## config.mk

```make
export PLATFORM = sky130hd
export DESIGN_NAME = isc_status_collector
export DESIGN_NICKNAME = d
export VERILOG_FILES = /design/src/isc_pkg.sv /design/src/isc_edge_detect.sv /design/src/isc_power_wake.sv /design/src/isc_status_collector.sv
export VERILOG_INCLUDE_DIRS = /design/src
export SDC_FILE = /design/constraint.sdc
export NUM_CORES = 1
export LEC_CHECK = 0
export ABC_AREA = 1
export BUFFER_PORTS_ARGS = -buffer_cell sky130_fd_sc_hd__clkbuf_2
export CORE_ASPECT_RATIO = 1.1
export CORE_MARGIN = 4
export CORE_UTILIZATION = 56
export CTS_BUF_LIST = sky130_fd_sc_hd__clkbuf_2 sky130_fd_sc_hd__clkbuf_4 sky130_fd_sc_hd__clkbuf_8
export CTS_CLUSTER_DIAMETER = 80
export DETAILED_ROUTE_END_ITERATION = 10
export PLACE_DENSITY = 0.88
export SYNTH_ARGS = -nofsm -noshare
export SYNTH_HDL_FRONTEND = slang
export SYNTH_SLANG_ARGS = --single-unit
```

## constraint.sdc

```tcl
create_clock -name ref_clk -period 1.9 [get_ports ref_clk]
set_input_delay 0.285 -clock ref_clk [delete_from_list [all_inputs] [get_ports ref_clk]]
set_output_delay 0.285 -clock ref_clk [all_outputs]
set_load 0.005 [all_outputs]
```

## src/isc_cfg.svh

```systemverilog
// isc_cfg.svh: offsets, field positions and reset values of the status collector
`ifndef ISC_CFG_SVH
`define ISC_CFG_SVH
// ****************************************
// register offsets on the host bus
// ****************************************
`define ISC_OFF_STATUS 8'h58
`define ISC_OFF_MASK 8'h5C
`define ISC_OFF_BYTE_TEST 8'h64
// ****************************************
// field positions, status and mask alike
// ****************************************
`define ISC_B_SW 31
`define ISC_B_TXSTOP 25
`define ISC_B_RXSTOP 24
`define ISC_B_DROPHALF 23
`define ISC_B_TXDONE 21
`define ISC_B_RXCOUNT 20
`define ISC_B_TIMER 19
`define ISC_B_PHY 18
`define ISC_B_PME 17
`define ISC_B_TX_STATUS_OVERFLOW_FLAG 16
`define ISC_B_RXBIG 15
`define ISC_B_RXERR 14
`define ISC_B_TXERR 13
`define ISC_B_TDOVR 10
`define ISC_B_TDAVAIL 9
`define ISC_B_TSFULL 8
`define ISC_B_TSLEVEL 7
`define ISC_B_RXDROP 6
`define ISC_B_RSFULL 4
`define ISC_B_RSLEVEL 3
// ****************************************
// reset values and fixed figures
// ****************************************
`define ISC_STS_RST 32'h0000_0000
`define ISC_MASK_RST 32'h0000_0000
`define ISC_IMPL_BITS 32'h83BF_E7DF
`define ISC_BYTE_TEST_VAL 32'h8765_4321
`define ISC_DROP_PRE 32'h7FFF_FFFF
`define ISC_DROP_POST 32'h8000_0000
`define ISC_TIMER_WRAP 16'hFFFF
`define ISC_OVERSIZE_BYTES 16'h0800
`endif

```

## src/isc_pkg.sv

```systemverilog
// isc_pkg.sv: types shared by the status collector modules
`default_nettype none
package isc_pkg;
  // one host bus cycle as seen by the register block
  typedef struct packed {
    logic cs;
    logic wr;
    logic rd;
    logic [7:0] addr;
    logic [31:0] wdata;
  } isc_host_req_s;
  // conditions from the engines, fifos, timer and pins
  typedef struct packed {
    logic tx_halt_request;
    logic tx_halted;
    logic rx_halted;
    logic [31:0] drop_count;
    logic tx_buf_loaded;
    logic buffer_done_marker;
    logic [11:0] rx_transfer_countdown;
    logic [15:0] timer_count;
    logic phy_event;
    logic power_event;
    logic tx_status_overflow;
    logic rx_frame_done;
    logic [15:0] rx_frame_bytes;
    logic rx_error;
    logic tx_error;
    logic tx_data_write;
    logic tx_data_full;
    logic [7:0] tx_free_blocks;
    logic [7:0] tx_avail_level;
    logic tx_status_full;
    logic [7:0] tx_status_used;
    logic [7:0] tx_status_level;
    logic rx_frame_dropped;
    logic rx_status_full;
    logic [7:0] rx_status_used;
    logic [7:0] rx_status_level;
    logic [2:0] pin_events;
  } isc_events_s;
  // power state of the device
  typedef enum logic {ISC_AWAKE, ISC_ASLEEP} isc_power_e;
  typedef struct packed {
    isc_power_e mode;
  } isc_wake_state_s;
  typedef struct packed {
    logic [1:0] prev;
  } isc_edge_state_s;
  // state of the collector, apart from the halt edge and power state held in its submodules
  typedef struct packed {
    logic [31:0] status;
    logic [31:0] mask;
    logic [31:0] rdata;
    logic [31:0] drop_prev;
    logic [15:0] timer_prev;
    logic [11:0] count_prev;
    logic irq_master;
    logic irq_deliver;
  } isc_state_s;
endpackage : isc_pkg
`default_nettype wire

```

## src/isc_edge_detect.sv

```systemverilog
// isc_edge_detect.sv: rising-edge finder for the halt conditions
`default_nettype none
module isc_edge_detect
  import isc_pkg::*;
(
  input wire logic ref_clk,
  input wire logic arst_n,
  input wire logic [1:0] level,
  output logic [1:0] rise
);
  isc_edge_state_s st_q; // last sampled levels
  isc_edge_state_s st_d;
  // a halt that lasts must raise its flag once, not every cycle
  genvar gi;
  generate
    for (gi = 0; gi < 2; gi++) begin : g_bit
      assign rise[gi] = level[gi] & ~st_q.prev[gi];
    end
  endgenerate
  // next state: remember the level
  always_comb begin
    st_d = st_q;
    st_d.prev = level;
  end
  // state register
  always_ff @(posedge ref_clk or negedge arst_n) begin
    if (!arst_n) begin
      st_q <= '0;
    end else begin
      st_q <= st_d;
    end
  end
endmodule : isc_edge_detect
`default_nettype wire

```

## src/isc_power_wake.sv

```systemverilog
// isc_power_wake.sv: low-power state, left only by a write to the byte probe
`default_nettype none
module isc_power_wake
  import isc_pkg::*;
(
  input wire logic ref_clk,
  input wire logic arst_n,
  input wire logic sleep_request,
  input wire logic probe_write,
  input wire logic power_event,
  output logic low_power
);
  isc_wake_state_s st_q; // current power state
  isc_wake_state_s st_d;
  assign low_power = (st_q.mode == ISC_ASLEEP);
  // next state; a power event is deliberately not a wake source
  always_comb begin
    st_d = st_q;
    case (st_q.mode)
      ISC_AWAKE: begin
        if (sleep_request && !probe_write) begin
          st_d.mode = ISC_ASLEEP;
        end
      end
      ISC_ASLEEP: begin
        if (probe_write) begin
          st_d.mode = ISC_AWAKE;
        end
      end
      default: begin
        st_d.mode = ISC_AWAKE;
      end
    endcase
    if (power_event && !probe_write) begin
      st_d.mode = st_d.mode;
    end
  end
  // state register
  always_ff @(posedge ref_clk or negedge arst_n) begin
    if (!arst_n) begin
      st_q <= '{mode: ISC_AWAKE};
    end else begin
      st_q <= st_d;
    end
  end
endmodule : isc_power_wake
`default_nettype wire

```

## src/isc_status_collector.sv

```systemverilog
// isc_status_collector.sv: sticky interrupt status register with mask and master line
// Notes on behaviour
// - writing one clears a flag, zero keeps
// - software flag set while request bit high
// - transmitter halted on request sets bit 25
// - receive engine halt sets bit 24
// - drop counter halfway crossing sets bit 23
// - marked buffer loaded into fifo sets 21
// - receive countdown reaching zero sets bit 20
// - timer wrap zero to FFFF sets 19
// - bit 18 mirrors phy event, read-only
// - power event sets 17, pin independent
// - only byte probe write wakes device
// - power flag ignores deassertion holdoff
// - transmit status fifo overflow sets 16
// - frame over 2048 bytes sets 15
// - receive error sets bit 14
// - transmit error sets bit 13
// - write to full data fifo sets 10
// - free space above level sets 9
// - status fifo full 8, level 7
// - each dropped receive frame sets 6
// - receive status full 4, level 3
// - pin events set bits 2 to 0
// - flags record events regardless of mask
// - master line high on enabled flag
`default_nettype none
`include "isc_cfg.svh"
module isc_status_collector
  import isc_pkg::*;
(
  input wire logic ref_clk,
  input wire logic arst_n,
  input wire isc_host_req_s host_req,
  input wire isc_events_s events,
  input wire logic holdoff_active,
  input wire logic sleep_request,
  output logic [31:0] host_rdata,
  output logic irq_master,
  output logic irq_deliver,
  output logic low_power
);
  // ****************************************
  // state and helpers
  // ****************************************
  isc_state_s st_q; // registered state
  isc_state_s st_d; // next state
  logic [1:0] halt_rise; // edges of the two halt conditions
  logic [31:0] set_vec; // hardware set requests this cycle
  logic [31:0] clr_vec; // host clear requests this cycle
  logic wr_hit; // host write strobe
  logic rd_hit; // host read strobe
  logic probe_write; // write of any value to the byte probe

  assign wr_hit = host_req.cs & host_req.wr;
  assign rd_hit = host_req.cs & host_req.rd;
  assign probe_write = wr_hit && (host_req.addr == `ISC_OFF_BYTE_TEST);

  // ****************************************
  // submodules
  // ****************************************
  // halts are levels; only their onset is an event
  isc_edge_detect u_halt_edge (
    .ref_clk(ref_clk),
    .arst_n(arst_n),
    .level({events.rx_halted, events.tx_halt_request & events.tx_halted}),
    .rise(halt_rise)
  );
  // power state, separate from the flag logic
  isc_power_wake u_wake (
    .ref_clk(ref_clk),
    .arst_n(arst_n),
    .sleep_request(sleep_request),
    .probe_write(probe_write),
    .power_event(events.power_event),
    .low_power(low_power)
  );

  // ****************************************
  // set conditions
  // ****************************************
  // every source writes its bit unconditionally; mask is consulted only as the software request for bit 31
  always_comb begin
    set_vec = '0;
    set_vec[`ISC_B_SW] = st_q.mask[`ISC_B_SW];
    set_vec[`ISC_B_TXSTOP] = halt_rise[0];
    set_vec[`ISC_B_RXSTOP] = halt_rise[1];
    // halfway crossing seen across two samples of the counter
    set_vec[`ISC_B_DROPHALF] = (st_q.drop_prev == `ISC_DROP_PRE)
      && (events.drop_count == `ISC_DROP_POST);
    set_vec[`ISC_B_TXDONE] = events.tx_buf_loaded
      & events.buffer_done_marker;
    // countdown runs to zero as words leave the receive fifo
    set_vec[`ISC_B_RXCOUNT] = (st_q.count_prev != 12'h000)
      && (events.rx_transfer_countdown == 12'h000);
    set_vec[`ISC_B_TIMER] = (st_q.timer_prev == 16'h0000)
      && (events.timer_count == `ISC_TIMER_WRAP);
    set_vec[`ISC_B_PME] = events.power_event;
    set_vec[`ISC_B_TX_STATUS_OVERFLOW_FLAG] = events.tx_status_overflow;
    set_vec[`ISC_B_RXBIG] = events.rx_frame_done
      && (events.rx_frame_bytes > `ISC_OVERSIZE_BYTES);
    set_vec[`ISC_B_RXERR] = events.rx_error;
    set_vec[`ISC_B_TXERR] = events.tx_error;
    set_vec[`ISC_B_TDOVR] = events.tx_data_write
      & events.tx_data_full;
    // level conditions keep setting while they last
    set_vec[`ISC_B_TDAVAIL] = events.tx_free_blocks
      > events.tx_avail_level;
    set_vec[`ISC_B_TSFULL] = events.tx_status_full;
    set_vec[`ISC_B_TSLEVEL] = events.tx_status_used
      > events.tx_status_level;
    set_vec[`ISC_B_RXDROP] = events.rx_frame_dropped;
    set_vec[`ISC_B_RSFULL] = events.rx_status_full;
    set_vec[`ISC_B_RSLEVEL] = events.rx_status_used
      > events.rx_status_level;
    set_vec[2:0] = events.pin_events;
  end

  // ****************************************
  // register file and interrupt lines
  // ****************************************
  always_comb begin
    st_d = st_q;
    clr_vec = '0;
    // acknowledge: ones clear, zeros leave the flag alone
    if (wr_hit && (host_req.addr == `ISC_OFF_STATUS)) begin
      clr_vec = host_req.wdata;
    end
    // set after clear, so an event in the clearing cycle survives
    st_d.status = ((st_q.status & ~clr_vec) | set_vec)
      & `ISC_IMPL_BITS;
    // phy bit follows its source; host writes cannot touch it
    st_d.status[`ISC_B_PHY] = events.phy_event;
    // mask register, reserved bits held at zero
    if (wr_hit && (host_req.addr == `ISC_OFF_MASK)) begin
      st_d.mask = host_req.wdata & `ISC_IMPL_BITS;
    end
    // history of the sampled counters
    st_d.drop_prev = events.drop_count;
    st_d.timer_prev = events.timer_count;
    st_d.count_prev = events.rx_transfer_countdown;
    // read data lands one edge after the read strobe
    if (rd_hit) begin
      if (host_req.addr == `ISC_OFF_STATUS) begin
        st_d.rdata = st_q.status;
      end else if (host_req.addr == `ISC_OFF_MASK) begin
        st_d.rdata = st_q.mask;
      end else if (host_req.addr == `ISC_OFF_BYTE_TEST) begin
        st_d.rdata = `ISC_BYTE_TEST_VAL;
      end else begin
        st_d.rdata = 32'h0000_0000; // unmapped reads as zero
      end
    end
    // internal master line, blind to the holdoff
    st_d.irq_master = |(st_q.status & st_q.mask);
    // during holdoff only the power flag still gets through
    if (holdoff_active) begin
      st_d.irq_deliver = st_q.status[`ISC_B_PME]
        & st_q.mask[`ISC_B_PME];
    end else begin
      st_d.irq_deliver = |(st_q.status & st_q.mask);
    end
  end

  // state register
  always_ff @(posedge ref_clk or negedge arst_n) begin
    if (!arst_n) begin
      st_q <= '0;
    end else begin
      st_q <= st_d;
    end
  end

  // outputs straight from the state flops
  assign host_rdata = st_q.rdata;
  assign irq_master = st_q.irq_master;
  assign irq_deliver = st_q.irq_deliver;

  logic wr_sts; // host write to the status register
  assign wr_sts = wr_hit && (host_req.addr == `ISC_OFF_STATUS);
endmodule : isc_status_collector
`default_nettype wire

```

==> flow_summary_export.csv, run 1 <==
group,metric,value,unit
global_route,gr-total-overflow,0,
global_route,grt_max_degree,75,
clocking,cts_root_buf,"clkbuf_8",
drt,wl,17870,um
die,die_area,0.01321,mm^2
yosys,syn_area,0.006402,mm^2
setup_path,critPathMaxFanout,2,
yosys,synthCells,768,
die,start_util,0.5788,
yosys,ys_seq_area_frac,0.5277,
clocking,clk_pin_slew,0.10,ns
drt,drc,0,
drt,ant_nets,0,
die,fp.dieW,110.0,um
timing,tns,0,ns
die,placementRows,40,
setup_path,critPathKind,"input port to flop",
timing,setup_viol,0,
clocking,cts_tree,"built",
setup_path,cp_common_cell,"nand2_1",
timing,clock_skew,0.01486,ns
run_status,status,"finished clean",
timing,finalCritPeriodShare,0.6620,
yosys,synth.most_common_cell,"nand2_1",
power,p_leak,4.809,nW
place,place_congestion,0.8558,
power,ir_drop,0.4392,mV
yosys,yosys_warnings,0,
yosys,synthTopCellsByArea,"dfrtp_1 53%, nand2_1 16%, inv_1 5.2%",
timing,hold_viol_final,0,
run,drv_cap,0,
setup_path,start_kind,"input port",
power,p_per_area,721.1,mW/mm^2
yosys,syn_avg_cell_area,8.336,um^2
global_route,antenna_found_initial,0,
yosys,async_flop_share,1.000,
setup_path,worstPathCellList,"dlygate4sd3_1 > clkbuf_2 > nor2_1 > nand2_1 > nor2_1 > nand2_1 > nor2_1 > nand2_1 > nand2_1",
setup_path,cp_data_required_time,2.28,ns
yosys,ys_ff_latch,135,
timing,drv_slew,0,
die,core_area,0.01106,mm^2
drt,wire_per_inst,15.10,um
yosys,synth_cell_types,30,
power,power,0.006067,W
yosys,netlist.area_leader.share,0.5277,
min_path,min_path_type,"input port to flop",
clocking,cts_setup_buffers,0,
clocking,numCtsBuffers,17,
yosys,yosysTopAreaCell,"dfrtp_1",
yosys,ys_top_cells_by_count,"278 x nand2_1, 135 x dfrtp_1, 89 x inv_1",
finish,layout-drive-gt1-share,0.2539,
setup_path,worst_path_max_delay_cell,"dlygate4sd3_1",
place,port_buffers,209,
global_route,grt_pass1_vias,6176,
drt,vias_per_cell,4.966,
drt,drtIter0Drc,356,
finish,fin_nets,1237,
setup_path,arrival,1.64,ns
clocking,cts_max_level,4,
finish,nFillCells,763,
setup_path,end_kind,"flop",
timing,rsz0062_at_grt,"no",
setup_path,critPathMaxStageDelay,0.57,ns
place,hpwl,11270,um
die,io_pins,225,
die,die_y,120.1,um
finish,area.growth.synth_to_final,31.42,%
clocking,clk_latency,0.45,ns
clocking,clockBufferDepth,2,
clocking,clock_sinks,135,
yosys,synth_ff_type,"dfrtp_1",
drt,vias,5875,
timing,fmax,0.7950,GHz
global_route,grt_first_pass_wirelength,28560,um
timing,min_period,1.258,ns
finish,antenna_cells,0,
yosys,synth_edf_count,0,
global_route,grt.total_usage,0.2804,
drt,firstDrtPassIters,5,
[final cells by class]
class                           instances  area (um^2)  share of cell area
Multi-Input combinational cell        497         2361              0.2806
Sequential cell                       135         3378              0.4015
Clock inverter                         15        156.4             0.01859
Inverter                               92        345.3             0.04104
Tap cell                              147        183.9             0.02186
Clock buffer                           17        234.0             0.02781
Timing Repair Buffer                  280         1755              0.2086
[report_power, final]
group          internal [W]  switching, W
sequential          0.00297     0.0000423
combinational      0.000343      0.000360
clock               0.00109       0.00127
[through the flow]
stage	std cells	worst slack [ns]	hold slack [ns]	area, um^2	util
finish	1183	0.6422	0.02436	8414	0.7607
floorplan	773	0.7350	-0.01059	6421	-
global placement	1088	0.4163	0.1741	7393	0.6684
global route	1183	0.5648	0.01510	8414	0.7607
detailed placement	1088	0.4019	0.1770	7393	0.6684
CTS	1183	0.6195	0.01308	8414	0.7607
[worst max-delay path, delay by kind of cell]
family        cells  cell delay [ns]
buf+inv           2             0.69
simple gates      7             0.65
[kinds of logic (layout without fill, tap and decap cells)]
group / Yosys count / after routing / share of synthesized area
adders and majority gates: 24 / 24 / 0.04690
buffers and inverters: 141 / 404 / 0.1065
DFF: 135 / 135 / 0.5277
other: 1 / 6 / 0.0005857
and+or+nand+nor: 418 / 418 / 0.2752
AOI/OAI and AO/OA: 49 / 49 / 0.04319
[path summary, 6_finish.rpt]
path | from | endpoint | slack, ns | depth (start not counted)
min in group asynchronous | arst_n | st_q[49]$_DFF_PN0_ | 0.30 | 2
setup / recovery | events[113] | st_q[149]$_DFF_PN0_ | 0.64 | 9
setup reg to reg | st_q[94]$_DFFE_PN0P_ | irq_deliver$_DFF_PN0_ | 0.74 | 8
hold reg to reg | u_halt_edge.st_q[0]$_DFF_PN0_ | st_q[151]$_DFF_PN0_ | 0.44 | 1
max in group asynchronous | arst_n | st_q[103]$_DFFE_PN0P_ | 0.91 | 3
hold / removal | events[56] | st_q[139]$_DFF_PN0_ | 0.02 | 3
[layer usage]
layer  GRT usage  part of all wire  wire length, um  up-vias
met3     0.07370             0.077             1372       51
met1      0.3079              0.37             6542     2718
met2      0.5023              0.53             9424      247
met4      0.1161             0.029              527        0
li1            -                 -                -     2859
met5           0                 0                0        -
[flip-flops by register name (all words and copies together), names as in the netlist]
register,count
irq_master,1
st_q,105
u_wake.low_power,1
set_vec,1
irq_deliver,1
host_rdata,24
u_halt_edge.st_q,2
[placed cells by master (no fill, tap or decap), drive strengths merged]
| master | n |
|---|---|
| o21ai | 27 |
| nand2 | 283 |
| conb | 6 |
| ha | 24 |
| nor3 | 7 |
| nand4 | 20 |
| o22ai | 1 |
| bufinv | 1 |
| clkbuf | 225 |
| nor2 | 71 |
| o21a | 3 |
| dlygate4sd3 | 63 |
| and2 | 1 |
| o211ai | 1 |
| clkinv | 4 |
| buf | 9 |
| a21oi | 9 |
| nand3b | 5 |
| o21bai | 8 |
| dfrtp | 135 |
| nand3 | 30 |
| nor4 | 1 |
| clkinvlp | 2 |
| inv | 100 |
[repair_timing]
action | 4_1_cts | 5_1_grt
hold buffers | 63 | 0
hold endpoints to repair | 94 | 0
gates resized for setup | 0 | 0
No activity file was read; power rests on OpenSTA's default activity.
==> run 2, diff against run 1 <==
CORE_UTILIZATION = 52   (was 56)
PLACE_DENSITY = 0.83   (was 0.88)
clock period = 1.2 ns   (was 1.9 ns; I/O delays follow)
==> flow_summary_export.csv, run 2 (same netlist as run 1, synthesis figures left out) <==
group,metric,value,unit
drt,vias_per_cell,4.878,
finish,area.growth.synth_to_final,38.97,%
power,p_per_area,1099,mW/mm^2
finish,fin_nets,1283,
clocking,clockBufferDepth,2,
finish,multi_input_area,0.002364,mm^2
timing,drv_slew,0,
setup_path,start_kind,"input port",
setup_path,cp_top_family,"buffers and inverters",
global_route,antenna_found_initial,0,
global_route,grt_pass1_vias,6332,
setup_path,critPathMaxStageDelay,0.56,ns
timing,rsz0062_at_grt,"yes",
drt,firstDrtPassIters,5,
drt,wire_per_inst,14.82,um
power,p_clk_frac,0.387,
finish,fin_area,0.008897,mm^2
timing,fmax,0.8431,GHz
min_path,min_path_type,"input port to flop",
clocking,cts_tree,"built",
clocking,cts_max_level,4,
drt,drc,0,
setup_path,cp_data_required_time,1.53,ns
drt,wl,18310,um
setup_path,cp_num_buf_inv,3,
power,seq_power_share,0.486,
finish,largest_reg_flops,105,
finish,mostFrequentLayoutCells,"277 x nand2_1, 208 x clkbuf_2, 135 x dfrtp_1",
power,p_leak,5.021,nW
global_route,grt_max_degree,52,
power,combPwrFrac,0.126,
clocking,numCtsBuffers,17,
power,power.switching,0.002495,W
setup_path,worst_path_max_delay_cell,"dlygate4sd3_1",
setup_path,worstPathCellList,"dlygate4sd3_1 > clkbuf_2 > nand2_1 > dlygate4sd3_1 > nand2_1",
place,hpwl,11720,um
finish,top_register,"st_q",
clocking,clock_sinks,135,
timing,finalCritPeriodShare,0.9885,
power,ir_drop,0.7855,mV
finish,final_common_cell,"nand2_1",
timing,setup_viol,0,
drt,ant_nets,0,
timing,holdWs,0.01415,ns
finish,final-instance-count-excl-fill,1236,
run,drv_cap,0,
setup_path,critPathKind,"input port to flop",
timing,timing.final.ws_setup,0.01386,ns
clocking,cts_root_buf,"clkbuf_8",
place,preCtsSetupSlack,-0.09792,ns
place,dp.cells,1102,
global_route,grt_first_pass_wirelength,29900,um
finish,regArea,0.003378,mm^2
timing,hold_viol_final,0,
setup_path,end_kind,"flop",
drt,drtIter0Drc,426,
die,fp.dieW,113.8,um
die,io_pins,225,
finish,layout-drive-gt1-share,0.2532,
die,core_area,0.01203,mm^2
place,place_congestion,0.8576,
setup_path,arrival,1.52,ns
die,die_area,0.01415,mm^2
clocking,clk_pin_slew,0.08,ns
power,switching_share,0.2552,
die,start_util,0.5320,
finish,nFillCells,852,
timing,clock_skew,0.009152,ns
run_status,status,"finished clean",
setup_path,critPathMaxFanout,1,
place,port_buffers,209,
timing,min_period,1.186,ns
finish,final_core_util,0.7393,
die,die_y,124.4,um
global_route,grt.total_usage,0.2666,
power,p_int,0.007284,W
global_route,gr-total-overflow,0,
finish,antenna_cells,0,
place,placed_area,0.007480,mm^2
clocking,clk_latency,0.44,ns
die,placementRows,42,
drt,vias,6029,
run 2: what timing repair did:
| action | CTS | global route |
|---|---|---|
| endpoints found under the hold margin | 236 | 0 |
| buffers inserted | 0 | 3 |
| gates resized for setup | 0 | 1 |
| setup endpoints to repair | 0 | 2 |
| hold buffers | 99 | 0 |
run 2: power by group through the flow:
| stage | combinational, W | sequential (W) | clock [W] |
|---|---|---|---|
| 4_1_cts | 0.00120 | 0.00475 | 0.00380 |
| 3_5_place_dp | 0.000936 | 0.00484 | 0 |
| 3_3_place_gp | 0.000907 | 0.00484 | 0 |
| 5_1_grt | 0.00139 | 0.00477 | 0.00407 |
| 6_report | 0.00124 | 0.00476 | 0.00379 |
| 2_1_floorplan | 0.000393 | 0.00483 | 0 |
run 2: final cells by class:
cell class,count,area share
clock buffer,19,0.02869
clock inverter,13,0.01645
inverter,92,0.03881
multi-input combinational,497,0.2656
sequential,135,0.3797
tap,154,0.02166
timing repair buffer,326,0.2491
run 2: path summary, 6_finish.rpt:
| check | startpoint | endpoint | slack [ns] | cells after the start |
|---|---|---|---|---|
| setup / recovery | events[55] | st_q[136]$_DFF_PN0_ | 0.01 | 5 |
| hold / removal | host_req[0] | st_q[94]$_DFFE_PN0P_ | 0.01 | 3 |
| setup reg to reg | st_q[94]$_DFFE_PN0P_ | irq_deliver$_DFF_PN0_ | 0.10 | 8 |
| hold reg to reg | u_halt_edge.st_q[1]$_DFF_PN0_ | st_q[150]$_DFF_PN0_ | 0.42 | 1 |
| max in group asynchronous | arst_n | u_wake.low_power$_DFF_PN0_ | 0.50 | 3 |
| min in group asynchronous | arst_n | st_q[44]$_DFF_PN0_ | 0.16 | 2 |
run 2: routing by layer:
metal / routed length (um) / global-route usage / share of wire / vias up
li1: - / - / - / 2945
met1: 6517 / 0.2965 / 0.36 / 2762
met5: 0 / 0 / 0 / -
met2: 9791 / 0.4769 / 0.53 / 269
met3: 1439 / 0.07386 / 0.079 / 53
met4: 564 / 0.1048 / 0.031 / 0
run 2: metrics by stage:
step | power (W) | TNS [ns]
global placement | 0.005743 | -0.7988
CTS | 0.009755 | 0
detailed placement | 0.005779 | -1.616
floorplan | 0.005225 | 0
global route | 0.01023 | -0.02181
finish | 0.009779 | 0
run 2: worst register-to-register path, cell delays in order (launching register included):
cell     delay [ns]
dfrtp_1        0.42
nand2_2        0.09
nand2_1        0.06
nor2_1         0.10
nand2_1        0.06
nor2_1         0.08
nand2_1        0.09
nand2_1        0.06
nand2_1        0.04
